--- src/adc_seq_pkg.sv ---
// shared constants and types of the dual-channel conversion sequencer
// assumes one 25 MHz system clock and word-aligned APB register access
package adc_seq_pkg;
  localparam int ADDR_W = 12;
  // register indices; byte address is four times the index
  localparam logic [7:0] CTRL_IDX   = 8'h56;
  localparam logic [7:0] STATUS_IDX = 8'h60;
  localparam logic [7:0] IRQ_IDX    = 8'h61;
  localparam logic [7:0] SEQ_IDX    = 8'h62;
  localparam logic [7:0] POWER_IDX  = 8'h63;
  // control register fields
  localparam int CTRL_START_LSB = 0;
  localparam int CTRL_ABORT     = 2;
  localparam int CTRL_MODE_LSB  = 3;
  localparam int CTRL_CHOP      = 6;
  localparam logic [7:0] CTRL_RESET = 8'h00;
  // status, irq, sequence config and power fields
  localparam int STATUS_FP         = 0;
  localparam int STATUS_ACTIVE_LSB = 4;
  localparam int IRQ_READY_LSB     = 5;
  localparam int SEQ_SETTLE_LSB    = 0;
  localparam int SEQ_CUR_CNT_LSB   = 4;
  localparam int SEQ_VT_CNT_LSB    = 8;
  localparam logic [10:0] SEQ_RESET = 11'h001;
  localparam int POWER_FP          = 0;
  // timing: modulator period 250 ns, ticked every 6 system cycles (240 ns, about 4.17 MHz)
  localparam int SYS_CLK_PERIOD_NS = 40;
  localparam int MOD_CLK_PERIOD_NS = 250;
  localparam int MOD_TICK_CYCLES   = MOD_CLK_PERIOD_NS / SYS_CLK_PERIOD_NS;
  localparam logic [15:0] RESULT_MOD_TICKS = 16'h0040;
  typedef enum logic [1:0]
  {
    CH_IDLE   = 2'b00,
    CH_SETTLE = 2'b01,
    CH_ALIGN  = 2'b10,
    CH_RUN    = 2'b11
  } ch_state_t;
endpackage

--- src/dual_adc_conversion_sequencer.sv ---
// conversion sequencer for the current and the voltage/temperature channel
// assumes an APB master on SYS_CLK and a filter that consumes FEED levels
//
// Design decisions made here: the register addresses and the APB register port.
`timescale 1ns/1ns
module dual_adc_conversion_sequencer
(
  input  wire logic                          SYS_CLK,
  input  wire logic                          RESET,
  input  wire logic                          PSEL,
  input  wire logic                          PENABLE,
  input  wire logic                          PWRITE,
  input  wire logic [adc_seq_pkg::ADDR_W-1:0] PADDR,
  input  wire logic [31:0]                   PWDATA,
  output logic      [31:0]                   PRDATA,
  output logic                               PREADY,
  output logic                               PSLVERR,
  output logic      [2:0]                    CUR_MUX_MODE,
  output logic      [2:0]                    VT_MUX_MODE,
  output logic      [1:0]                    FILTER_FEED,
  output logic      [1:0]                    RESULT_STROBE,
  output logic      [1:0]                    READY_STROBE,
  output logic      [1:0]                    CONV_ACTIVE
);

  // software visible state
  logic [7:0]  conversion_control_reg;
  logic [10:0] seq_config;
  logic [2:0]  irq_status_reg;
  logic        full_power_state;
  logic        full_power_prev;
  // per channel sequencing
  adc_seq_pkg::ch_state_t ch_state [2];
  logic [1:0]  start_prev;
  logic [1:0]  conv_active_flag;
  logic [3:0]  settle_left [2];
  logic [2:0]  results_left [2];
  logic [2:0]  mode_latched [2];
  // shared timebase
  logic [7:0]  mod_div;
  logic        mod_tick;
  logic [15:0] sample_cnt;
  logic        result_tick;
  logic        run_any;
  // decoded strobes
  logic [1:0]  conv_start_bit;
  logic [1:0]  start_edge;
  logic [1:0]  abort_now;
  logic        power_change;
  logic        wr_access;
  logic        rd_setup;
  logic [7:0]  reg_idx;
  logic        addr_ok;
  logic [2:0]  next_irq;

  // results per sequence: field value n gives n+1 results
  function automatic logic [2:0] seq_len_field(input logic [10:0] cfg, input int ch);
    seq_len_field = (ch == 0) ? cfg[adc_seq_pkg::SEQ_CUR_CNT_LSB +: 3]
                              : cfg[adc_seq_pkg::SEQ_VT_CNT_LSB +: 3];
  endfunction

  // index decode, shared by read and write paths
  function automatic logic idx_mapped(input logic [7:0] idx);
    idx_mapped = (idx == adc_seq_pkg::CTRL_IDX) || (idx == adc_seq_pkg::STATUS_IDX)
              || (idx == adc_seq_pkg::IRQ_IDX) || (idx == adc_seq_pkg::SEQ_IDX)
              || (idx == adc_seq_pkg::POWER_IDX);
  endfunction

  // apb decode; one wait-free access phase, read data latched in setup
  assign reg_idx   = PADDR[9:2];
  assign addr_ok   = idx_mapped(reg_idx) && (PADDR[1:0] == 2'b00)
                  && (PADDR[adc_seq_pkg::ADDR_W-1:10] == 2'b00);
  assign wr_access = PSEL && PENABLE && PWRITE && addr_ok;
  assign rd_setup  = PSEL && !PENABLE && !PWRITE;
  assign PREADY    = PSEL && PENABLE;
  assign PSLVERR   = PSEL && PENABLE && !addr_ok;

  // start bits only honoured in full power; power loss looks like a clear
  assign conv_start_bit = conversion_control_reg[adc_seq_pkg::CTRL_START_LSB +: 2]
                        & {2{full_power_state}};
  assign start_edge   = conv_start_bit & ~start_prev;
  assign power_change = full_power_state != full_power_prev;
  assign run_any      = (ch_state[0] == adc_seq_pkg::CH_RUN)
                     || (ch_state[1] == adc_seq_pkg::CH_RUN);

  // abort eligibility per channel; the other channel is untouched
  always_comb
  begin
    for (int c = 0; c < 2; c++)
    begin
      abort_now[c] = conv_active_flag[c] && !start_edge[c]
                  && ((!conv_start_bit[c] && full_power_state
                       && conversion_control_reg[adc_seq_pkg::CTRL_ABORT])
                      || power_change);
    end
  end

  // control register; shared fields are software's to keep stable
  always_ff @(posedge SYS_CLK)
  begin
    if (RESET)
      conversion_control_reg <= adc_seq_pkg::CTRL_RESET;
    else if (wr_access && reg_idx == adc_seq_pkg::CTRL_IDX)
      conversion_control_reg <= {1'b0, PWDATA[6:0]};
  end

  // sequence config and power request
  always_ff @(posedge SYS_CLK)
  begin
    if (RESET)
    begin
      seq_config       <= adc_seq_pkg::SEQ_RESET;
      full_power_state <= 1'b1;
      full_power_prev  <= 1'b1;
    end
    else
    begin
      full_power_prev <= full_power_state;
      if (wr_access && reg_idx == adc_seq_pkg::SEQ_IDX)
        seq_config <= PWDATA[10:0];
      if (wr_access && reg_idx == adc_seq_pkg::POWER_IDX)
        full_power_state <= PWDATA[adc_seq_pkg::POWER_FP];
    end
  end

  // sticky ready bits, write one to clear; a set in the same cycle wins
  always_comb
  begin
    next_irq = irq_status_reg;
    if (wr_access && reg_idx == adc_seq_pkg::IRQ_IDX)
      next_irq = next_irq & ~PWDATA[adc_seq_pkg::IRQ_READY_LSB +: 3];
    next_irq[1:0] = next_irq[1:0] | READY_STROBE;
  end

  always_ff @(posedge SYS_CLK)
  begin
    if (RESET)
      irq_status_reg <= 3'h0;
    else
      irq_status_reg <= next_irq;
  end

  // read data is captured in the setup cycle so it leaves a flip-flop
  always_ff @(posedge SYS_CLK)
  begin
    if (RESET)
      PRDATA <= 32'h0;
    else if (rd_setup)
    begin
      PRDATA <= 32'h0;
      unique case (addr_ok ? reg_idx : 8'h00)
        adc_seq_pkg::CTRL_IDX:   PRDATA[7:0] <= conversion_control_reg;
        adc_seq_pkg::STATUS_IDX:
        begin
          PRDATA[adc_seq_pkg::STATUS_ACTIVE_LSB +: 2] <= conv_active_flag;
          PRDATA[adc_seq_pkg::STATUS_FP]              <= full_power_state;
        end
        adc_seq_pkg::IRQ_IDX:    PRDATA[adc_seq_pkg::IRQ_READY_LSB +: 3] <= irq_status_reg;
        adc_seq_pkg::SEQ_IDX:    PRDATA[10:0] <= seq_config;
        adc_seq_pkg::POWER_IDX:  PRDATA[adc_seq_pkg::POWER_FP] <= full_power_state;
        default:                 PRDATA <= 32'h0;
      endcase
    end
  end

  // modulator clock tick derived from the system clock
  always_ff @(posedge SYS_CLK)
  begin
    if (RESET)
    begin
      mod_div  <= 8'h00;
      mod_tick <= 1'b0;
    end
    else if (mod_div == 8'(adc_seq_pkg::MOD_TICK_CYCLES - 1))
    begin
      mod_div  <= 8'h00;
      mod_tick <= 1'b1;
    end
    else
    begin
      mod_div  <= mod_div + 8'h01;
      mod_tick <= 1'b0;
    end
  end

  // shared result timebase; restarts when no channel is running, which lets
  // a late channel lock onto the running one's result instants
  always_ff @(posedge SYS_CLK)
  begin
    if (RESET || !run_any)
    begin
      sample_cnt  <= 16'h0000;
      result_tick <= 1'b0;
    end
    else if (mod_tick && sample_cnt == adc_seq_pkg::RESULT_MOD_TICKS - 16'h0001)
    begin
      sample_cnt  <= 16'h0000;
      result_tick <= 1'b1;
    end
    else
    begin
      if (mod_tick)
        sample_cnt <= sample_cnt + 16'h0001;
      result_tick <= 1'b0;
    end
  end

  // previous start value for edge detection
  always_ff @(posedge SYS_CLK)
  begin
    if (RESET)
      start_prev <= 2'b00;
    else
      start_prev <= conv_start_bit;
  end

  // per channel sequence state machines
  always_ff @(posedge SYS_CLK)
  begin
    if (RESET)
    begin
      for (int c = 0; c < 2; c++)
      begin
        ch_state[c]     <= adc_seq_pkg::CH_IDLE;
        settle_left[c]  <= 4'h0;
        results_left[c] <= 3'h0;
        mode_latched[c] <= 3'h0;
      end
      conv_active_flag <= 2'b00;
      RESULT_STROBE    <= 2'b00;
      READY_STROBE     <= 2'b00;
    end
    else
    begin
      RESULT_STROBE <= 2'b00;
      READY_STROBE  <= 2'b00;
      for (int c = 0; c < 2; c++)
      begin
        if (start_edge[c])
        begin
          // start edge: capture mode, go settle
          ch_state[c]         <= adc_seq_pkg::CH_SETTLE;
          conv_active_flag[c] <= 1'b1;
          mode_latched[c]     <= conversion_control_reg[adc_seq_pkg::CTRL_MODE_LSB +: 3];
          settle_left[c]      <= seq_config[adc_seq_pkg::SEQ_SETTLE_LSB +: 4];
          results_left[c]     <= seq_len_field(seq_config, c);
        end
        else if (abort_now[c])
        begin
          // immediate stop, the abandoned sequence reports nothing
          ch_state[c]         <= adc_seq_pkg::CH_IDLE;
          conv_active_flag[c] <= 1'b0;
        end
        else
        begin
          unique case (ch_state[c])
            adc_seq_pkg::CH_IDLE: ;
            adc_seq_pkg::CH_SETTLE:
            begin
              if (settle_left[c] == 4'h0)
                ch_state[c] <= adc_seq_pkg::CH_ALIGN;
              else if (mod_tick)
                settle_left[c] <= settle_left[c] - 4'h1;
            end
            adc_seq_pkg::CH_ALIGN:
            begin
              // join on a result instant of the other channel, if running
              if (!run_any || result_tick)
                ch_state[c] <= adc_seq_pkg::CH_RUN;
            end
            adc_seq_pkg::CH_RUN:
            begin
              if (result_tick)
              begin
                RESULT_STROBE[c] <= 1'b1;
                if (results_left[c] != 3'h0)
                  results_left[c] <= results_left[c] - 3'h1;
                else
                begin
                  READY_STROBE[c] <= 1'b1;
                  if (conv_start_bit[c])
                    results_left[c] <= seq_len_field(seq_config, c);
                  else
                  begin
                    ch_state[c]         <= adc_seq_pkg::CH_IDLE;
                    conv_active_flag[c] <= 1'b0;
                  end
                end
              end
            end
          endcase
        end
      end
    end
  end

  // filter is fed only once settling has passed
  always_comb
  begin
    for (int c = 0; c < 2; c++)
      FILTER_FEED[c] = (ch_state[c] == adc_seq_pkg::CH_RUN)
                    || (ch_state[c] == adc_seq_pkg::CH_ALIGN);
  end

  assign CUR_MUX_MODE = mode_latched[0];
  assign VT_MUX_MODE  = mode_latched[1];
  assign CONV_ACTIVE  = conv_active_flag;

endmodule

--- config.mk ---
export PLATFORM = sky130hd
export DESIGN_NAME = dual_adc_conversion_sequencer
export DESIGN_NICKNAME = d
export VERILOG_FILES = /design/src/adc_seq_pkg.sv /design/src/dual_adc_conversion_sequencer.sv
export SDC_FILE = /design/constraint.sdc
export NUM_CORES = 1
export LEC_CHECK = 0
export BUFFER_PORTS_ARGS = -buffer_cell sky130_fd_sc_hd__buf_2
export CELL_PAD_IN_SITES_DETAIL_PLACEMENT = 0
export CELL_PAD_IN_SITES_GLOBAL_PLACEMENT = 1
export CORE_MARGIN = 1
export CORE_UTILIZATION = 41
export CTS_CLUSTER_DIAMETER = 80
export DETAILED_ROUTE_END_ITERATION = 8
export PLACE_DENSITY = 0.75
export SYNTH_ARGS = -nofsm -noshare
export SYNTH_HDL_FRONTEND = slang
export SYNTH_SLANG_ARGS = --single-unit
--- constraint.sdc ---
create_clock -name SYS_CLK -period 2.54 [get_ports SYS_CLK]
set_input_delay 0.254 -clock SYS_CLK [delete_from_list [all_inputs] [get_ports SYS_CLK]]
set_output_delay 0.254 -clock SYS_CLK [all_outputs]
set_load 0.02 [all_outputs]
# [Yosys cells after proc, flatten, opt, wreduce, memory -nomap -nowiden]
# Memories as Yosys holds them, arrays and structs flattened.
# Cells that the tools add are included.
[totals] out_inout_bits=48 word_cells=286 ram_bits=24 in_bits=49 n_memories=4 ff_bits=68
[mem_list] name="settle_left" words=2 word_bits=4 rd=2 rd_ports_with_merged_regs=0 write_ports=2 line="dual_adc_conversion_sequencer.sv:36" source="logic [3:0] settle_left [2];"
[mem_list] name="mode_latched" words=2 word_bits=3 rd=2 rd_ports_with_merged_regs=0 write_ports=2 line="dual_adc_conversion_sequencer.sv:38" source="logic [2:0] mode_latched [2];"
[mem_list] name="results_left" words=2 word_bits=3 rd=2 rd_ports_with_merged_regs=0 write_ports=2 line="dual_adc_conversion_sequencer.sv:37" source="logic [2:0] results_left [2];"
[mem_list] name="ch_state" words=2 word_bits=2 rd=2 rd_ports_with_merged_regs=0 write_ports=2 line="dual_adc_conversion_sequencer.sv:33" source="adc_seq_pkg::ch_state_t ch_state [2];"
[op_classes] reduce_logical=59 eq_ne=23 n_mux=145 bitwise=31 n_addsub=6
[ops] operator="1-bit two-way mux" n=115
[ops] operator="8-bit by 7-bit == test with 1-bit output (second input constant)" n=10
[ops] operator="3-bit two-way mux" n=9
[ops] operator="2-bit two-way mux" n=11
[ops] operator="1-bit bitwise OR" n=22
[ops] operator="1-bit logical AND" n=21
[ops] operator="3-bit nonzero test" n=6
[ops] operator="16-bit by 1-bit adder with 16-bit output (second input constant)" n=1
[ops] operator="16-bit by 6-bit == test with 1-bit output (second input constant)" n=1
[ops] operator="4-bit two-way mux" n=4
[ops] operator="1-bit logical OR" n=11
[ops] operator="5-bit OR reduction" n=2
[ops] operator="8-bit by 1-bit adder with 8-bit output (second input constant)" n=1
[ops] operator="2-bit == test (second input constant)" n=4
[ops] operator="8-bit by 3-bit == test with 1-bit output (second input constant)" n=1
[ops] operator="1-bit logical NOT" n=8
[ops] operator="4-bit logical NOT" n=2
[ops] operator="8-bit two-way mux" n=1
[ops] operator="4-bit AND reduction" n=2
[ops] operator="4-bit OR reduction" n=2
[ops] operator="4-bit by 1-bit subtractor with 4-bit output (second input constant)" n=2
[ops] operator="3-bit by 1-bit != test with 1-bit output (second input constant)" n=2
[ops] operator="3-bit != test (second input constant)" n=2
[ops] operator="1-bit case mux with 3 select lines" n=2
[ops] operator="14 further kinds" n=22

# [Depth between registers and ports, before layout]
[logic_depth] ltp_word=14 mapped_depth=8

# [Worst setup path before layout]
# No wires, ideal clock.
[synth_path] kind="flip-flop to flip-flop" from="mem settle_left[0][0]" to="mem ch_state[0][0] in the netlist's numbering, enable pin" stages_incl_launch_ff=8 slack_ps=408 arrival_time_ps=1836 path_buffers=0 setup_ps=297 t_required_ps=2243 path_cell_list="edfxtp_1 > inv_1 > ha_1 > or3b_1 > or3b_2 > a21o_1 > o21ai_0 > or3_1"
[synth_rtl] element="from (decl)" line="dual_adc_conversion_sequencer.sv:36"
[synth_rtl] element="to (decl)" line="dual_adc_conversion_sequencer.sv:33"

==> flow_metrics.tcl <==
set metrics [dict create \
    status "finished, final reports clean" \
    start_util 0.428 \
    start_kind "flip-flop" \
    synthArstFlopShare 0 \
    die_h_um 107 \
    clk_latency_ns 0.37 \
    gp_congestion 0.829 \
    required_ns 2.62 \
    dp_cells 655 \
    place_hpwl_um 7140 \
    max_slew.worst_pin.slew_ns 0.707 \
    slew_headroom 0.527 \
    synth_edf_count 24 \
    grt_max_degree 33 \
    final_util 0.481 \
    synth_top_family_by_area "simple AND/OR/NAND/NOR gates" \
    p_int_mw 2.16 \
    synth_compound_area_frac 0.107 \
    netlist_area_um2 4480 \
    antenna_cells 0 \
    place_ws_ns 0.237 \
    final_nets 588 \
    fin_crit_sh 0.908 \
    cts_hold_buf 0 \
    synthCells 477 \
    setup.worst_path.end_class "flip-flop" \
    yosysSeqAreaShare 0.465 \
    grt_pass1_wl_um 15700 \
    pwr-share-clk 0.383 \
    htreeDepth 3 \
    setup_slack_ns 0.234 \
    die_w_um 107 \
    drv_cap 0 \
    postCtsSetupBuffers 0 \
    critPathMaxStageDelay_ns 0.50 \
    cp_num_buf_inv 1 \
    ir_drop_mv 0.485 \
    reg2reg_from "settle_left[0][0]" \
    fmax_mhz 434 \
    port-buffer-count 54 \
    whs_path_depth 3 \
    skew_ns 0.0104 \
    path_clk_slew_ns 0.09 \
    ys_warn_count 0 \
    ctsResizeCount 0 \
    fillers 1017 \
    synthXorXnorAreaFrac 0.0508 \
    avgViaCountPerCell 5.14 \
    drt-initial-drc-count 121 \
    hp-start "PWDATA[10]" \
    cp_max_fo 3 \
    hold_viol_final 0 \
    crit_chain "inv_1, ha_1, or3b_1, or3b_2, a21o_1, o21ai_0, or3_1" \
    ios 97 \
    antenna_found_initial 0 \
    crit_family "simple AND/OR/NAND/NOR gates" \
    r2r_cells 7 \
    synth-main-ff-cell "dfxtp_1" \
    drt-total-wl_um 9560 \
    cts_root_buf "clkbuf_8" \
    dpl_cell_area_um2 4810 \
    setup_tns_ns 0 \
    syn_area_per_cell_um2 9.39 \
    grt_overflow 0 \
    worstHoldEndpoint "seq_config[10]" \
    tritoncts "done" \
    p_sw_mw 0.689 \
    wl_per_cell_um 14.2 \
    p_per_area_nw_per_um2 566 \
    detail-route-antenna-nets 0 \
    pwr-share-comb 0.073 \
    synth_mux_area_frac 0.0559 \
    grt.total_usage 0.178 \
    ff2ff_setup_slack_ns 0.23 \
    rows 37 \
    rsz0062_at_grt "false" \
    synthSimpleGateAreaFrac 0.224 \
    ys_ff_latch 92 \
    path_class "flip-flop to flip-flop" \
    synthAdderAreaFrac 0.0251 \
    arrival_ns 2.39 \
    grt_pass1_vias 3331 \
    slew_viol_final 0 \
    path_depth 7 \
    drt_pre_antenna_iters 4 \
    seq_power_share 0.544 \
    design_area_um2 5030 \
    core_area_um2 10500 \
    hold_class "input pin to flip-flop" \
    syn_to_final_growth_pct 12.3 \
    worstReg2RegEnd "ch_state[0][0]" \
    clock_sinks 92 \
    clockBufferDepth 2 \
    total_leakage_power_nw 1.96 \
    cts_made_buffers 9 \
    drcViolationCount 0 \
    layout-drive-gt1-share 0.172 \
    netSwitchingFraction 0.242 \
    top_regs "sample_cnt x16, PRDATA x11, seq_config x11" \
    vias 3448 \
    synth_cell_type_count 60 \
    period_minus_slack_ns 2.31 \
    largest_reg_flops 16 \
    setup_violations 0 \
    slowest_stage "or3b_2" \
    die-area_um2 11300 \
    top_register "sample_cnt" \
    finalNonFillerCells 671 \
]
==> power by group through the flow <==
stage	combinational, mW	sequential [mW]	clock, mW
floorplan	0.161	1.59	0
global route	0.230	1.56	1.18
detailed placement	0.207	1.58	0
finish	0.207	1.55	1.09
global placement	0.204	1.58	0
CTS	0.208	1.55	1.12
==> cell usage after synthesis, types with 8 or more instances <==
master     n  area share
a21oi_1   21       0.023
and3_1     8       0.011
buf_4     21       0.035
clkbuf_1  13       0.011
dfxtp_1   68        0.30
edfxtp_1  24        0.16
ha_1       9       0.025
inv_1     17       0.014
mux2i_1   25       0.056
nand2_1   34       0.028
nand3_1   18       0.020
nor2_1    64       0.054
nor2b_1    9       0.013
nor3_1    11       0.012
xnor2_1    8       0.016
xor2_1    18       0.035
==> cells by family (layout without fill, tap and decap cells) <==
group,after synthesis,after routing
AO/OA/AOI/OAI,69,69
XOR/XNOR,26,26
adder cells (fa/ha/maj),9,9
buffers and inverters,60,98
flip-flops,92,92
multiplexers,25,25
other,1,21
AND/OR/NAND/NOR,195,195
==> per-layer routing <==
metal,track usage,vias up,share of wire
met1,0.216,1611,0.45
met3,0.0472,17,0.046
li1,-,1740,-
met2,0.304,80,0.49
met5,0,-,0
met4,0.0616,0,0.018
==> cell usage in the layout, fill, tap and decap left out, types with 4 or more instances in the layout <==
cell and instances:
and3_1 8, o21ai_0 6, or3_1 4, a221oi_1 6, nand4_1 6, xnor2_1 8
buf_4 9, or2_2 4, nor2b_1 9, ha_1 9, nor2_1 64, clkbuf_8 9
conb_1 21, buf_2 54, a21oi_1 21, dfxtp_1 68, o22ai_1 6, nand3_1 18
and2_1 6, nor3_1 11, a22oi_1 6, xor2_1 18, edfxtp_1 24, inv_1 17
nand2_1 34, nand2b_1 5, mux2i_1 25
==> layout make-up <==
type / instances / area [µm²] / share of cell area
repair buffers: 63 / 338 / 0.0671
clock buffers: 11 / 131 / 0.0261
flip-flops and latches: 92 / 2080 / 0.414
multi-input cells: 345 / 2150 / 0.428
inverters: 19 / 71.3 / 0.0142
clock inverters: 5 / 86.3 / 0.0172
well taps: 136 / 170 / 0.0338
==> worst min-delay path: stages <==
cell	delay, ns
buf_2	0.07
mux2i_1	0.05
nor2_1	0.07
==> worst max-delay path by stage <==
| stage | start | endpoint | slack (ns) |
|---|---|---|---|
| 2_1_floorplan | settle_left[0][0] | ch_state[0][0] | 0.41 |
| 3_3_place_gp | settle_left[0][0] | ch_state[0][1] | 0.29 |
| 3_5_place_dp | settle_left[0][0] | ch_state[0][0] | 0.24 |
| 4_1_cts | settle_left[0][0] | ch_state[0][0] | 0.23 |
| 5_1_grt | settle_left[0][0] | ch_state[0][0] | 0.12 |
| 6_report | settle_left[0][0] | ch_state[0][0] | 0.23 |
==> metrics by stage <==
step / hold slack [ns] / power [mW]
2_1_floorplan: 0.379 / 1.75
3_3_place_gp: 0.437 / 1.79
3_5_place_dp: 0.448 / 1.79
4_1_cts: 0.0985 / 2.88
5_1_grt: 0.109 / 2.96
6_report: 0.116 / 2.85
(Power assumes the default switching activity.)
